<file path="src/shared/edcca_pkg.sv">
`default_nettype none
package edcca_pkg;
   // Core clock and documented times, in ns
   localparam int CLK_NS        = 4;
   localparam int T_WIN_NS      = 128000;
   localparam int T_WIN_HDR_NS  = 32000;
   localparam int T_RESULT_NS   = 140000;
   localparam int T_SAMPLE_NS   = 2000;
   localparam int SAMPLE_CYC    = T_SAMPLE_NS / CLK_NS;
   localparam int RESULT_CYC    = T_RESULT_NS / CLK_NS;
   localparam int HDR_RESULT_CYC = (T_WIN_HDR_NS + T_RESULT_NS - T_WIN_NS) / CLK_NS;
   localparam int WIN_SAMPLES     = T_WIN_NS / T_SAMPLE_NS;
   localparam int WIN_HDR_SAMPLES = T_WIN_HDR_NS / T_SAMPLE_NS;
   localparam int WIN_SHIFT       = 6;
   localparam int WIN_HDR_SHIFT   = 4;

   // Register offsets
   localparam logic [5:0] ADDR_STATUS = 6'h01;
   localparam logic [5:0] ADDR_ENERGY = 6'h07;
   localparam logic [5:0] ADDR_CTRL   = 6'h08;
   localparam logic [5:0] ADDR_THRESH = 6'h09;

   // Field positions
   localparam int CTRL_REQ_BIT    = 7;
   localparam int CTRL_MODE_LSB   = 5;
   localparam int STATUS_DONE_BIT = 7;
   localparam int STATUS_IDLE_BIT = 6;

   // Reset values and code limits
   localparam logic [7:0] ENERGY_RESET = 8'hff;
   localparam logic [7:0] ENERGY_MAX   = 8'h54;
   localparam logic [1:0] MODE_RESET   = 2'h1;
   localparam logic [4:0] CHAN_RESET   = 5'h00;
   localparam logic [3:0] THRESH_RESET = 4'h0;
   localparam logic [7:0] RSSI_STEP_DB = 8'h03;

   typedef enum logic [1:0] {
      MODE_OR      = 2'h0,
      MODE_ENERGY  = 2'h1,
      MODE_CARRIER = 2'h2,
      MODE_AND     = 2'h3
   } chan_check_mode_t;

   typedef struct packed {
      logic       wr;
      logic       rd;
      logic [5:0] addr;
      logic [7:0] wdata;
   } reg_req_t;

   typedef struct packed {
      logic       in_listen;
      logic       in_busy_rx;
      logic       high_rate;
      logic       basic_mode;
      logic [4:0] trx_state;
   } rx_ctx_t;
endpackage
`default_nettype wire

</file>
<file path="src/logic/energy_detect_channel_assess.sv">
`timescale 1ns/10ps
`default_nettype none
module energy_detect_channel_assess #(
   parameter int unsigned RESULT_CYC     = edcca_pkg::RESULT_CYC,
   parameter int unsigned HDR_RESULT_CYC = edcca_pkg::HDR_RESULT_CYC,
   parameter int unsigned SAMPLE_CYC     = edcca_pkg::SAMPLE_CYC
) (
   // Clock and reset
   input  wire logic               core_clk,
   input  wire logic               rst_n,
   // Register access
   input  wire edcca_pkg::reg_req_t reg_req,
   output logic [7:0]              reg_rdata_q,
   // Receiver context
   input  wire edcca_pkg::rx_ctx_t rx_ctx,
   input  wire logic [4:0]         rssi,
   input  wire logic               shr_detect,
   input  wire logic               carrier_detect,
   // Completion event
   output logic                    measure_done_interrupt_q
);

   typedef enum logic [1:0] {
      ST_IDLE,
      ST_AVG,
      ST_PROC
   } meas_state_t;

   meas_state_t state_q;
   meas_state_t state_d;
   logic [15:0] cyc_q;
   logic [15:0] smp_q;
   logic [6:0]  nsmp_q;
   logic [12:0] acc_q;
   logic        hdr_q;
   logic        man_q;
   logic        cca_q;
   logic        cs_seen_q;
   logic [7:0]  energy_level_field_q;
   logic        chan_check_done_q;
   logic        chan_idle_flag_q;
   logic [1:0]  chan_check_mode_q;
   logic [4:0]  channel_q;
   logic [3:0]  threshold_register_q;

   // Decode of host accesses
   wire logic wr_energy = reg_req.wr && (reg_req.addr == edcca_pkg::ADDR_ENERGY);
   wire logic wr_ctrl   = reg_req.wr && (reg_req.addr == edcca_pkg::ADDR_CTRL);
   wire logic wr_thresh = reg_req.wr && (reg_req.addr == edcca_pkg::ADDR_THRESH);
   // Write data fields
   wire logic [1:0] mode_field    = reg_req.wdata[edcca_pkg::CTRL_MODE_LSB +: 2];
   wire logic [4:0] channel_field = reg_req.wdata[4:0];
   wire logic [3:0] thresh_field  = reg_req.wdata[3:0];
   wire logic chan_check_request = wr_ctrl && reg_req.wdata[edcca_pkg::CTRL_REQ_BIT];
   wire logic in_rx     = rx_ctx.in_listen || rx_ctx.in_busy_rx;
   wire logic check_ok  = in_rx && rx_ctx.basic_mode;

   // Start conditions
   wire logic man_go  = wr_energy && in_rx;
   wire logic man_bad = wr_energy && !in_rx;
   wire logic cca_go  = chan_check_request && check_ok;
   wire logic cca_bad = chan_check_request && !check_ok;
   // An automatic start never cuts short a measurement the host asked for
   wire logic host_run = (state_q != ST_IDLE) && (man_q || cca_q);
   wire logic auto_go = shr_detect && !host_run && !man_go && !cca_go;
   wire logic start   = man_go || cca_go || auto_go;

   // Per-sample energy code, 3 dB per signal-strength step
   wire logic [7:0] rssi_ext = {3'h0, rssi - 5'h01};
   wire logic [7:0] smp_code = (rssi == 5'h00) ? 8'h00 : 8'(rssi_ext * edcca_pkg::RSSI_STEP_DB);
   // 64 codes of at most 90 fit the 13-bit sum
   wire logic [12:0] acc_next = acc_q + {5'h00, smp_code};

   wire logic smp_tick  = (state_q == ST_AVG) && (smp_q == 16'(SAMPLE_CYC - 1));
   wire logic [6:0] need = hdr_q ? 7'(edcca_pkg::WIN_HDR_SAMPLES)
                                 : 7'(edcca_pkg::WIN_SAMPLES);
   wire logic last_smp  = smp_tick && (nsmp_q == need - 7'h01);
   wire logic [15:0] end_cyc = hdr_q ? 16'(HDR_RESULT_CYC - 1) : 16'(RESULT_CYC - 1);
   wire logic finish    = (state_q == ST_PROC) && (cyc_q == end_cyc);

   // Average and clamp
   wire logic [12:0] avg = hdr_q ? (acc_q >> edcca_pkg::WIN_HDR_SHIFT)
                                 : (acc_q >> edcca_pkg::WIN_SHIFT);
   wire logic [7:0] ed_code = (avg > {5'h00, edcca_pkg::ENERGY_MAX}) ? edcca_pkg::ENERGY_MAX
                                                                  : avg[7:0];

   // Busy decision
   wire logic [7:0] thr_code   = {3'h0, threshold_register_q, 1'b0};
   wire logic       energy_hit = ed_code > thr_code;
   wire logic       cs_hit     = cs_seen_q || carrier_detect;
   logic            chan_busy;

   always_comb begin
      case (edcca_pkg::chan_check_mode_t'(chan_check_mode_q))
         edcca_pkg::MODE_OR:      chan_busy = cs_hit || energy_hit;
         edcca_pkg::MODE_ENERGY:  chan_busy = energy_hit;
         edcca_pkg::MODE_CARRIER: chan_busy = cs_hit;
         edcca_pkg::MODE_AND:     chan_busy = cs_hit && energy_hit;
         default:                 chan_busy = 1'b1;
      endcase
   end

   always_comb begin
      state_d = state_q;
      case (state_q)
         ST_IDLE: begin
            if (start) begin
               state_d = ST_AVG;
            end
         end
         ST_AVG: begin
            if (start) begin
               state_d = ST_AVG;
            end else if (last_smp) begin
               state_d = ST_PROC;
            end
         end
         ST_PROC: begin
            if (start) begin
               state_d = ST_AVG;
            end else if (finish) begin
               state_d = ST_IDLE;
            end
         end
         default: state_d = ST_IDLE;
      endcase
   end

   // Measurement sequencer state
   always_ff @(posedge core_clk) begin
      if (!rst_n) begin
         state_q <= ST_IDLE;
      end else begin
         state_q <= state_d;
      end
   end

   // Free-running between measurements; only read while processing
   always_ff @(posedge core_clk) begin
      if (!rst_n) begin
         cyc_q <= 16'h0000;
      end else if (start) begin
         cyc_q <= 16'h0000;
      end else begin
         cyc_q <= cyc_q + 16'h0001;
      end
   end

   // Sample pacing and accumulation
   always_ff @(posedge core_clk) begin
      if (!rst_n) begin
         smp_q  <= 16'h0000;
         nsmp_q <= 7'h00;
         acc_q  <= 13'h0000;
      end else if (start) begin
         smp_q  <= 16'h0000;
         nsmp_q <= 7'h00;
         acc_q  <= 13'h0000;
      end else begin
         smp_q <= smp_tick ? 16'h0000 : smp_q + 16'h0001;
         if (smp_tick) begin
            acc_q  <= acc_next;
            nsmp_q <= nsmp_q + 7'h01;
         end
      end
   end

   // Kind of the running measurement, latched at its start
   always_ff @(posedge core_clk) begin
      if (!rst_n) begin
         hdr_q <= 1'b0;
         man_q <= 1'b0;
         cca_q <= 1'b0;
      end else if (start) begin
         hdr_q <= auto_go && rx_ctx.high_rate;
         man_q <= man_go;
         cca_q <= cca_go;
      end
   end

   // Carrier seen at any time during a channel check
   always_ff @(posedge core_clk) begin
      if (!rst_n) begin
         cs_seen_q <= 1'b0;
      end else if (start) begin
         cs_seen_q <= 1'b0;
      end else if (state_q != ST_IDLE) begin
         cs_seen_q <= cs_hit;
      end
   end

   // Result register; a host write starts a measurement instead of storing
   always_ff @(posedge core_clk) begin
      if (!rst_n) begin
         energy_level_field_q <= edcca_pkg::ENERGY_RESET;
      end else if (finish && !start) begin
         energy_level_field_q <= ed_code;
      end
   end

   // Channel-check flags; a fresh request supersedes a completion in the same cycle
   always_ff @(posedge core_clk) begin
      if (!rst_n) begin
         chan_check_done_q <= 1'b0;
         chan_idle_flag_q  <= 1'b0;
      end else if (cca_go) begin
         chan_check_done_q <= 1'b0;
         chan_idle_flag_q  <= 1'b0;
      end else if (cca_bad) begin
         chan_check_done_q <= 1'b1;
         chan_idle_flag_q  <= 1'b0;
      end else if (finish && cca_q) begin
         chan_check_done_q <= 1'b1;
         chan_idle_flag_q  <= !chan_busy;
      end
   end

   // Control and threshold registers
   always_ff @(posedge core_clk) begin
      if (!rst_n) begin
         chan_check_mode_q    <= edcca_pkg::MODE_RESET;
         channel_q            <= edcca_pkg::CHAN_RESET;
         threshold_register_q <= edcca_pkg::THRESH_RESET;
      end else begin
         if (wr_ctrl) begin
            chan_check_mode_q <= mode_field;
            channel_q         <= channel_field;
         end
         if (wr_thresh) begin
            threshold_register_q <= thresh_field;
         end
      end
   end

   // Shared done event: manual energy or channel check only, never automatic
   wire logic irq_d = man_bad || cca_bad || (finish && !start && (man_q || cca_q));

   always_ff @(posedge core_clk) begin
      if (!rst_n) begin
         measure_done_interrupt_q <= 1'b0;
      end else begin
         measure_done_interrupt_q <= irq_d;
      end
   end

   // Read data; fields placed by their positions
   logic [7:0] status_rd;
   logic [7:0] ctrl_rd;

   always_comb begin
      status_rd                              = {3'h0, rx_ctx.trx_state};
      status_rd[edcca_pkg::STATUS_DONE_BIT]  = chan_check_done_q;
      status_rd[edcca_pkg::STATUS_IDLE_BIT]  = chan_idle_flag_q;
      // Request bit is never stored, so it always reads back zero
      ctrl_rd                                = {3'h0, channel_q};
      ctrl_rd[edcca_pkg::CTRL_MODE_LSB +: 2] = chan_check_mode_q;
   end

   // Unmapped offsets read zero
   wire logic [7:0] rd_mux =
      (reg_req.addr == edcca_pkg::ADDR_STATUS) ? status_rd :
      (reg_req.addr == edcca_pkg::ADDR_ENERGY) ? energy_level_field_q :
      (reg_req.addr == edcca_pkg::ADDR_CTRL)   ? ctrl_rd :
      (reg_req.addr == edcca_pkg::ADDR_THRESH) ? {4'h0, threshold_register_q} : 8'h00;

   always_ff @(posedge core_clk) begin
      if (!rst_n) begin
         reg_rdata_q <= 8'h00;
      end else if (reg_req.rd) begin
         reg_rdata_q <= rd_mux;
      end
   end

endmodule
`default_nettype wire

</file>
<file path="config.mk">
export PLATFORM = sky130hd
export DESIGN_NAME = energy_detect_channel_assess
export DESIGN_NICKNAME = d
export VERILOG_FILES = /design/src/shared/edcca_pkg.sv /design/src/logic/energy_detect_channel_assess.sv
export SDC_FILE = /design/constraint.sdc
export NUM_CORES = 1
export LEC_CHECK = 0
export ABC_CLOCK_PERIOD_IN_PS = 4300
export BUFFER_PORTS_ARGS = -buffer_cell sky130_fd_sc_hd__buf_2
export CELL_PAD_IN_SITES_DETAIL_PLACEMENT = 1
export CELL_PAD_IN_SITES_GLOBAL_PLACEMENT = 1
export CORE_ASPECT_RATIO = 1.4
export CORE_MARGIN = 4
export CORE_UTILIZATION = 45
export DETAILED_ROUTE_END_ITERATION = 6
export GPL_TIMING_DRIVEN = 0
export PLACE_DENSITY = 0.78
export SYNTH_ARGS = -nofsm -noshare
export SYNTH_HDL_FRONTEND = slang
export SYNTH_SLANG_ARGS = --single-unit
</file>
<file path="constraint.sdc">
create_clock -name core_clk -period 4.3 [get_ports core_clk]
set_input_delay 0.43 -clock core_clk [delete_from_list [all_inputs] [get_ports core_clk]]
set_output_delay 0.43 -clock core_clk [all_outputs]
set_load 0.02 [all_outputs]
</file>
; After elaboration in Yosys (flattened, before gate mapping)
; Index checks and enable logic that the tools add are counted.
[op_classes]
n_reduce_logical = 46
bitwise = 1
n_mux = 18
addsub = 6
order_cmp = 2
n_mul = 1
eq_ne = 15
[ops]
columns = op, count
row1 = $add A16 B1 Y16 const B, 2
row2 = $mux W8, 3
row3 = $logic_and A1 B1 Y1, 21
row4 = $mux W7, 3
row5 = $eq A16 B16 Y1, 1
row6 = $eq A16 B9 Y1 const B, 1
row7 = $mux W16, 1
row8 = $add A13 B7 Y13, 1
row9 = $eq A6 B4 Y1 const B, 2
row10 = $mux W2, 5
row11 = $gt A9 B7 Y1 const B, 1
row12 = $mux W9, 1
row13 = $gt A8 B5 Y1, 1
row14 = $logic_or A1 B1 Y1, 8
row15 = $add A7 B1 Y7 const B, 1
row16 = $eq A7 B7 Y1, 1
row17 = $logic_not A1 Y1, 7
row18 = $mul A5 B2 Y7 const B, 1
row19 = $sub A7 B1 Y7 const B, 1
row20 = $eq A2 B2 Y1 const B, 3
row21 = $eq A6 B1 Y1 const B, 1
row22 = $eq A6 B3 Y1 const B, 1
row23 = $ne A3 B3 Y1 const B, 2
row24 = $pmux W2 S3, 1
row25 = 13 further kinds, 19
[totals]
inputBits = 34
elab_cells = 106
regBits = 88
out_inout_bits = 9

; Logic depth before layout (Yosys ltp)
; Gate-level depths: netlist of the first run.
[depth]
ltp_word = 11
mapped_depth = 14
ltp_nobuf = 14

; Worst setup path after synthesis of the first run
; No wires, ideal clock.
[synth_path]
kind = in2reg
from = input rssi[1]
to = register acc_q[12]
slack_ns = 0.857
t_required_ns = 4.228
path_buffers = 0
cell_stages = 14
arrival_ns = 3.372
setup_ns = 0.072
path_cell_list = inv_1 > ha_1 > xor2_1 > ha_1 > a21o_1 > a21o_1 > xnor2_1 > nor2_1 > ha_1 > o21a_1 > o31a_1 > o311ai_0 > a2111oi_1 > mux2i_1
[synth_between]
elab_chain_len = 4
[synth_lines]
columns = item, line_no
row1 = "start, declared", energy_detect_channel_assess.sv:16  ; input wire logic [4:0] rssi,
row2 = $sub A5 B1 Y5, energy_detect_channel_assess.sv:69  ; wire logic [7:0] rssi_ext = {3'h0, rssi - 5'h01};
row3 = $mul A5 B2 Y7, energy_detect_channel_assess.sv:70  ; wire logic [7:0] smp_code = (rssi == 5'h00) ? 8'h00 : 8'(rssi_ext * edcca_pkg::RSSI_STEP_DB);
row4 = $mux W7 (*), energy_detect_channel_assess.sv:70
row5 = $add A13 B7 Y13 (*), energy_detect_channel_assess.sv:72  ; wire logic [12:0] acc_next = acc_q + {5'h00, smp_code};
row6 = "end signal, assigned", energy_detect_channel_assess.sv:162  ; acc_q <= acc_next;
row7 = "end, declared", energy_detect_channel_assess.sv:34  ; logic [12:0] acc_q;
; Every way passes the cells marked *; elsewhere a longest branch is shown, timed or not.
; A chain may end at the register's enable or synchronous reset.

; Worst setup path in the final report of the first run
[layout_path]
from = input rssi[1]
to = register acc_q[11]
; Same word-level chain as after synthesis.

==> results of run 1 <==
cell type report:
type / count / area (µm²) / share of cell area, %
Timing Repair Buffer: 40 / 200.2 / 3.766
Buffer: 21 / 87.58 / 1.648
Clock buffer: 12 / 236.5 / 4.449
Multi-Input combinational cell: 419 / 2739 / 51.53
Tap cell: 135 / 168.9 / 3.178
Inverter: 18 / 67.56 / 1.271
Sequential cell: 88 / 1762 / 33.15
Clock inverter: 4 / 53.80 / 1.012
cells in the mapped netlist, drive strengths merged (6+ instances only):
| cell | instances | area (µm²) |
|---|---|---|
| nand2 | 42 | 160.2 |
| nor4 | 6 | 43.79 |
| xor2 | 22 | 192.7 |
| nand3 | 21 | 105.1 |
| clkbuf | 12 | 45.04 |
| buf | 9 | 42.54 |
| or4 | 9 | 75.07 |
| nor2 | 84 | 315.3 |
| mux2i | 21 | 210.2 |
| a21oi | 29 | 148.9 |
| o21ai | 22 | 110.1 |
| nand2b | 6 | 37.54 |
| inv | 18 | 67.56 |
| xnor2 | 20 | 175.2 |
| ha | 21 | 262.8 |
| and4 | 11 | 96.34 |
| dfxtp | 88 | 1762 |
| nand4 | 7 | 43.79 |
| a211oi | 10 | 75.07 |
| nor3 | 11 | 60.06 |
layer usage:
layer	wire length [µm]	GRT usage (%)
met1	5027	24.57
met2	6350	39.27
met5	0	0
met4	376	10.03
met3	444	3.743
worst reg2reg max path, delay by kind of cell (launching register included):
kind	cells	cell delay (ns)
fa+ha+maj	1	0.29
simple gates	2	0.86
flops	1	0.31
compound gates	6	1.29
buf+inv	1	0.29
worst paths after layout:
kind	startpoint	to	cells past startpoint
min reg2reg	cs_seen_q$_SDFFE_PP0P_	cs_seen_q$_SDFFE_PP0P_	2
max reg2reg	acc_q[10]$_SDFFE_PP0P_	chan_idle_flag_q$_SDFFE_PP0P_	10
min	reg_req[6]	chan_check_mode_q[1]$_SDFFE_PN0P_	3
max	rssi[1]	acc_q[11]$_SDFFE_PP0P_	15
power breakdown:
part | switching (mW) | total [mW] | internal (mW)
clock network | 0.328 | 0.781 | 0.453
registers | 0.00495 | 0.828 | 0.823
logic | 0.101 | 0.172 | 0.0704
per-stage QoR:
step,util (%),std cells,power [mW],worst slack (ns),hold slack [ns]
after global placement,50.21,721,1.010,0.3418,0.4331
after global routing,53.11,737,1.867,0.3362,0.3481
after floorplan,-,546,0.9625,0.8567,0.4218
after detailed placement,50.21,721,1.020,0.2598,0.4450
final,53.11,737,1.780,0.6370,0.3326
after CTS,53.11,737,1.804,0.6016,0.3228
sequential cells by signal, summed over array words and instances (netlist names), 2 cells and up:
name / count
state_q: 2
acc_q: 13
channel_q: 5
cyc_q: 16
smp_q: 16
chan_check_mode_q: 2
reg_rdata_q: 8
energy_level_field_q: 8
threshold_register_q: 4
nsmp_q: 7
cells by family after synthesis:
| family | share of synthesized area (%) |
|---|---|
| and+or+nand+nor | 25.07 |
| AOI/OAI and AO/OA | 14.35 |
| DFF | 37.84 |
| xor gates and xnor gates | 7.901 |
| buffers and inverters | 3.332 |
| muxes | 4.999 |
| adders and majority gates | 6.504 |
cell usage in the layout (no fill, tap or decap), types with 3 or more instances in the layout:
cell type | Yosys | final
nand2_1 | 41 | 41
nor3b_1 | 4 | 4
o211ai_1 | 5 | 5
nor3_1 | 10 | 10
or3_1 | 4 | 4
xor2_1 | 22 | 22
ha_1 | 21 | 21
mux2i_1 | 21 | 21
nand2b_1 | 6 | 6
nor4_1 | 5 | 5
o21a_1 | 4 | 4
clkbuf_16 | 0 | 9
nor2_1 | 84 | 84
buf_2 | 7 | 47
nor2b_1 | 4 | 4
o21ai_0 | 22 | 22
and4_1 | 11 | 11
dfxtp_1 | 88 | 88
and3_1 | 4 | 4
o311ai_0 | 4 | 4
nand4_1 | 7 | 7
or2_2 | 4 | 4
or4_1 | 7 | 7
o31ai_1 | 3 | 3
a211oi_1 | 10 | 10
xnor2_1 | 20 | 20
clkbuf_1 | 12 | 15
a21oi_1 | 28 | 28
inv_1 | 18 | 18
a221oi_1 | 4 | 4
a21o_1 | 5 | 5
nand3_1 | 21 | 21
==> flow_summary.ini, run 1 <==
[setup_path]
crit_family = compound AO/OA/AOI/OAI gates
setup.worst_path.class = in2reg
critPathMaxFanout = 6
crit_path_top_delay_cell = o41ai_1
worst-path-buf-inv = 2
crit_arrival_ns = 3.89
critPathMostFrequentCell = ha_1
cp_data_required_time_ns = 4.53
crit_chain = buf_2, inv_1, ha_1, xor2_1, ha_1, a21o_1, a21o_1, xnor2_1, nor2_1, ha_1, nand3_1, o211ai_1, o41ai_1, or4_4, a21oi_2
start_kind = primary input
cp-end-kind = flip-flop
r2r_slack_ns = 1.20
critPathMaxStageDelay_ns = 0.84

[yosys]
ys.flop_type = dfxtp_1
async_flop_share_pct = 0
syn_inst = 546
postSynthAreaPerCell_um2 = 8.527
ys_warn_count = 0
ys_ff_latch = 88
yosysSeqAreaShare_pct = 37.84
syn_nets = 603
ys_types = 60
synth_edf_count = 0
syn_area_um2 = 4656

[sta]
worstMarginPinSlew_ns = 1.112
fin_crit_sh_pct = 85.19
fmax_mhz = 273.0
fin_crit_ns = 3.663
setup_tns_ns = 0
setup_violations = 0
max-slew-margin-rel_pct = 25.31
hold_viol = 0
drv_slew = 0
fin_skew_ns = 0.006894
rsz0062_at_grt = false

[global_routing]
grt.overflow.total = 0
grt_max_degree = 15
grt_pass1_vias = 4420
track_usage_pct = 21.73
antenna_found_initial = 0
grt_pass1_wl_um = 20890

[floorplanning]
dieHeight_um = 128.4
die-area_um2 = 12060
core_um2 = 10010
initial_core_util_pct = 46.52
die_w_um = 93.97
io_pins = 43
rows = 43

[pwr]
power_density_nw_per_um2 = 335.0
peakVddDrop_uv = 194.3
leakage_nw = 1.969

[clock_network]
cts_tree = built
insertion_delay_ns = 0.35
ctsResizeCount = 0
cts_root_buf = clkbuf_16
cts.sinks = 88
cts_setup_buffers = 0
cts.clk_slew.worst_paths_ns = 0.06
hold_buffers = 0
cts_buffers = 9
cts_buffer_depth = 2
cts_max_level = 3

[run]
cap_viol_max_count = 0

[placed_design]
io_buffer_count = 40
gp_congestion = 0.8349
dp_hpwl_um = 9367
placed_area_um2 = 5025

[route]
drtPass1Iterations = 4
wl_per_cell_um = 16.55
drtIter0Drc = 80
ant_nets = 0
route.vias.total = 4113
drt_wl_total_um = 12200
drt-vias-per-instance = 5.581
drc = 0

[cells_and_area]
n_antenna_cell = 0
fin_area_um2 = 5315
syn2layout_area_growth_pct = 14.16
fin_nets = 654
final_layout_size_suffix_gt1_share_pct = 12.62
nFillCells = 1251

[status]
status = finished clean

[hold_path]
hp-class = in2reg
Power figures use the tool's default switching activity.
==> run 2, diff against run 1 <==
Settings changed: ABC_AREA set to 1, CORE_UTILIZATION 45 to 43, PLACE_DENSITY 0.78 to 0.77.
==> flow_summary.ini, run 2 <==
[cells_and_area]
final_common_cell = nand2_1
n_antenna_cell = 0
top_regs = cyc_q: 16 flops, smp_q: 16 flops, acc_q: 13 flops
fin_area_um2 = 5769
final_layout_size_suffix_gt1_share_pct = 12.44
syn2layout_area_growth_pct = 14.22
layout_common_cells = 157 x nand2_1, 98 x inv_1, 88 x dfxtp_1
fin_nets = 832
final_util_pct = 50.63
nFillCells = 1485

[placed_design]
io_buffer_count = 41
placed_area_um2 = 5436
gp_congestion = 0.8453
pre_cts_ws_ns = 0.7008
dp_hpwl_um = 10870

[pwr]
power.share.combinational_pct = 10.4
peakVddDrop_uv = 256.0
power_density_nw_per_um2 = 329.0
pwr-share-clk_pct = 46.0
seqPwrFrac_pct = 43.6
p_sw_mw = 0.4599
leakage_nw = 2.520
swShare_pct = 24.23
p_int_mw = 1.438

[global_routing]
grt_max_degree = 15
track_usage_pct = 20.94
grt_pass1_wl_um = 22840
antenna_found_initial = 0
grt.overflow.total = 0
grt_pass1_vias = 5017

[clock_network]
cts_root_buf = clkbuf_16
cts_buffer_depth = 2
cts_setup_buffers = 0
cts_tree = built
insertion_delay_ns = 0.35
cts_max_level = 3
cts.clk_slew.worst_paths_ns = 0.07
cts_buffers = 9
hold_buffers = 0
ctsResizeCount = 0
cts.sinks = 88

[hold_path]
min_from = reg_req[5]
whs_path_depth = 3
hp-class = in2reg
holdPathEnd = chan_check_mode_q[0]$_SDFFE_PN1P_

[floorplanning]
initial_core_util_pct = 44.32
rows = 46
die_w_um = 99.60
dieHeight_um = 136.2
core_um2 = 11400
io_pins = 43
die-area_um2 = 13570

[yosys]
yosys-top-cells-count = 157 x nand2_1, 98 x inv_1, 88 x dfxtp_1
yosys.area.top_type = dfxtp_1
async_flop_share_pct = 0
ys_warn_count = 0
yosysMostFrequentCell = nand2_1
ys_ff_latch = 88
syn_nets = 780
synth_top_area_share_pct = 34.88
synth_edf_count = 0
postSynthAreaPerCell_um2 = 6.986
syn_area_um2 = 5051
syn_inst = 723
synth_area_leaders = dfxtp_1 35%, nand2_1 12%, inv_1 7.3%
ys.flop_type = dfxtp_1
ys_types = 42
yosysSeqAreaShare_pct = 34.88

[setup_path]
reg2reg_from = hdr_q$_SDFFE_PN0P_
critPathMaxFanout = 5
setup.worst_path.class = in2reg
r2r_slack_ns = 1.96
ff2ff_path_depth = 17
crit_arrival_ns = 3.56
start_kind = primary input
cp-end-kind = flip-flop
rr_endpoint = chan_idle_flag_q$_SDFFE_PP0P_
cp_data_required_time_ns = 4.58

[sta]
hold_viol = 0
drv_slew = 0
worstMarginPinSlew_ns = 0.4828
setup_tns_ns = 0
setup_slack_ns = 1.016
rsz0062_at_grt = false
fin_crit_sh_pct = 76.36
fin_crit_ns = 3.284
fmax_mhz = 304.5
setup_violations = 0
fin_skew_ns = 0.008436
max-slew-margin-rel_pct = 67.81

[route]
drc = 0
drt-vias-per-instance = 5.203
drt_wl_total_um = 13760
route.vias.total = 4808
ant_nets = 0
wl_per_cell_um = 14.89
drtIter0Drc = 115
drtPass1Iterations = 4

[run]
cap_viol_max_count = 0

[status]
status = finished clean
-- run 2: changes by cell type after synthesis, moves of 11 or more --
cell and delta:
a21oi_1 +38, nand2_1 +116, and4_1 -11, xnor2_1 -16, o21ai_0 +17, inv_1 +80, nand3_1 +20, mux2i_1 -21
-- run 2: final cells by class --
class                      instances  area, µm²  area share (%)
multi-input combinational        522       2818           48.84
timing repair buffer              41      205.2           3.557
inverter                         103      387.9           6.723
clock inverter                     4      76.32           1.323
clock buffer                      12      256.5           4.446
buffer                            10      83.83           1.453
tap                              144      180.2           3.123
sequential                        88       1762           30.54
-- run 2: worst max-delay path by stage --
| stage | startpoint | depth (start not counted) | endpoint |
|---|---|---|---|
| CTS | rssi[1] | 20 | acc_q[12]$_SDFFE_PP0P_ |
| finish | rssi[1] | 20 | acc_q[12]$_SDFFE_PP0P_ |
| detailed placement | rssi[1] | 20 | acc_q[12]$_SDFFE_PP0P_ |
| global placement | rssi[1] | 20 | acc_q[12]$_SDFFE_PP0P_ |
| floorplan | rssi[1] | 19 | acc_q[12]$_SDFFE_PP0P_ |
| global route | rssi[1] | 20 | acc_q[12]$_SDFFE_PP0P_ |
-- run 2: power groups by stage --
| stage | logic, mW | registers [mW] | clock network (mW) |
|---|---|---|---|
| after floorplan | 0.133 | 0.849 | 0 |
| after global placement | 0.192 | 0.846 | 0 |
| after detailed placement | 0.199 | 0.846 | 0 |
| after CTS | 0.201 | 0.828 | 0.885 |
| after global routing | 0.223 | 0.828 | 0.919 |
| final | 0.197 | 0.828 | 0.873 |
-- run 2: worst max-delay path, stage by stage --
cell	delay [ns]
buf_2	0.12
inv_1	0.12
ha_1	0.28
xor2_1	0.32
ha_1	0.35
a21oi_1	0.15
inv_1	0.05
a31oi_1	0.13
inv_1	0.08
a21oi_1	0.11
or2_2	0.11
inv_1	0.03
ha_1	0.36
nand2_1	0.12
nor2_1	0.11
nor2_1	0.07
o21ai_0	0.24
xor2_1	0.18
nand2_1	0.07
a21oi_1	0.12
-- run 2: cells by family after synthesis --
logic type	Yosys count	synth area share [%]
and+or+nand+nor	346	31.61
DFF	88	34.88
buffers and inverters	113	9.338
adders and majority gates	23	5.995
xor gates and xnor gates	29	5.028
AOI/OAI and AO/OA	124	13.15
-- run 2: metal layers --
layer	routed length [µm]	vias to the layer above	global-route usage (%)
li1	-	2434	-
met2	7645	79	42.08
met3	481	24	3.696
met1	5252	2271	20.63
met5	0	-	0
met4	379	0	8.352
-- run 2: through the flow --
step | hold slack [ns] | cells | power, mW
detailed placement | 0.4440 | 908 | 1.046
finish | 0.3123 | 924 | 1.898
CTS | 0.3049 | 924 | 1.913
global placement | 0.4291 | 908 | 1.038
floorplan | 0.4175 | 723 | 0.9823
global route | 0.3287 | 924 | 1.970
==> run 3, diff against run 2 <==
Settings changed: ABC_AREA 1 to 0, ABC_CLOCK_PERIOD_IN_PS 4300 to 2700, CORE_UTILIZATION 43 to 41, PLACE_DENSITY 0.77 to 0.74.
Clock period 4.3 ns to 2.7 ns, I/O delays scaled along.
==> flow_summary.ini, run 3 (same netlist as run 1, synthesis figures left out) <==
[cells_and_area]
nFillCells = 1306
syn2layout_area_growth_pct = 21.63
final_layout_size_suffix_gt1_share_pct = 19.80
layout_common_cells = 83 x dfxtp_1, 82 x nor2_1, 45 x buf_2
fin_area_um2 = 5663
final_common_cell = dfxtp_1
multi_input_area_um2 = 2944
final_util_pct = 51.58
layout.area.seq_um2 = 1773
n_antenna_cell = 0
top_regs = cyc_q: 16 flops, smp_q: 16 flops, acc_q: 13 flops
fin_nets = 664

[status]
violations = negative setup slack
status = finished, violations left

[setup_path]
cp_data_required_time_ns = 2.98
setup.worst_path.class = in2reg
crit_arrival_ns = 3.19
reg2reg_from = smp_q[0]$_SDFF_PP0_
r2r_slack_ns = -0.11
critPathMaxFanout = 4
ff2ff_path_depth = 6
start_kind = primary input
cp-end-kind = flip-flop
rr_endpoint = acc_q[12]$_SDFFE_PP0P_

[sta]
hold_viol = 0
fmax_mhz = 342.8
fin_crit_ns = 2.917
fin_crit_sh_pct = 108.0
setup_tns_ns = -1.211
setup_violations = 8
max-slew-margin-rel_pct = 38.37
setup_slack_ns = -0.2172
worst_hold_slack_ns = 0.1652
drv_slew = 0
rsz0062_at_grt = true
fin_skew_ns = 0.01142
worstMarginPinSlew_ns = 0.9225

[floorplanning]
io_pins = 43
initial_core_util_pct = 42.40
die-area_um2 = 13150
die_w_um = 98.06
core_um2 = 10980
rows = 45
dieHeight_um = 134.1

[placed_design]
dp_hpwl_um = 9683
placed_area_um2 = 5092
io_buffer_count = 40
gp_congestion = 0.8854

[clock_network]
cts_root_buf = clkbuf_16
cts.clk_slew.worst_paths_ns = 0.07
cts.sinks = 88
cts_max_level = 3
cts_tree = built
insertion_delay_ns = 0.35
cts_buffers = 9
hold_buffers = 0
cts_buffer_depth = 2

[global_routing]
grt_max_degree = 16
antenna_found_initial = 0
grt_pass1_wl_um = 21270
grt.overflow.total = 0
track_usage_pct = 19.85
grt_pass1_vias = 4371

[route]
drtPass1Iterations = 7
drc = 0
drt-vias-per-instance = 5.674
wl_per_cell_um = 17.20
drt_wl_total_um = 12940
ant_nets = 0
drtIter0Drc = 127
route.vias.total = 4267

[pwr]
peakVddDrop_uv = 291.0
power_density_nw_per_um2 = 518.0
leakage_nw = 2.099

[hold_path]
hp-class = in2reg
whs_path_depth = 3
min_from = reg_req[6]
holdPathEnd = chan_check_mode_q[1]$_SDFFE_PN0P_

[run]
cap_viol_max_count = 0
-- run 3: how the worst max path moves through the flow --
stage / cells after the start / slack [ns] / start / end
after floorplan: 14 / -0.25 / rssi[1] / acc_q[11]$_SDFFE_PP0P_
after global placement: 15 / -0.63 / rssi[1] / acc_q[12]$_SDFFE_PP0P_
after CTS: 15 / -0.23 / rssi[1] / acc_q[11]$_SDFFE_PP0P_
after detailed placement: 13 / -0.83 / rssi[2] / acc_q[11]$_SDFFE_PP0P_
after global routing: 15 / -0.43 / rssi[1] / acc_q[9]$_SDFFE_PP0P_
final: 15 / -0.22 / rssi[1] / acc_q[12]$_SDFFE_PP0P_
-- run 3: power by group --
| part | internal [mW] | switching (mW) | leakage [nW] |
|---|---|---|---|
| clock | 0.746 | 0.547 | 0.143 |
| combinational | 0.143 | 0.181 | 1.24 |
| sequential | 1.31 | 0.00957 | 0.715 |
| total | 2.20 | 0.737 | 2.10 |
-- run 3: worst max-delay path: stages --
cell	delay, ns
buf_8	0.08
clkinvlp_4	0.13
ha_4	0.21
xor2_4	0.20
ha_4	0.23
a21o_1	0.14
a21o_1	0.19
xnor2_1	0.14
nor2_1	0.07
ha_1	0.37
o21a_1	0.14
o31a_1	0.23
o311ai_4	0.14
a2111oi_4	0.42
mux2i_1	0.21
-- run 3: what timing repair did --
action,CTS,global route
endpoints found under the setup margin,9,22
pin swaps,10,15
setup buffers,7,6
gates resized for setup,22,22
-- run 3: through the flow --
stage,power [mW],cells,setup slack (ns)
after floorplan,1.539,546,-0.2474
after global placement,1.616,727,-0.6320
after detailed placement,1.631,727,-0.8325
after CTS,2.925,746,-0.2261
after global routing,3.043,752,-0.4340
final,2.934,752,-0.2172
-- run 3: area by class of cell --
class	instances	area share (%)
Clock inverter	5	1.149
Tap cell	141	3.115
Inverter	18	1.304
Clock buffer	10	4.220
Sequential cell	88	31.31
Multi-Input combinational cell	419	51.99
Timing Repair Buffer	53	5.435
Buffer	18	1.480
-- run 3: routing by layer --
metal  track usage, %  wire length (µm)
met1            22.52              5253
met2            35.00              6697
met3            4.214               447
met4            9.777               537
met5                0                 0
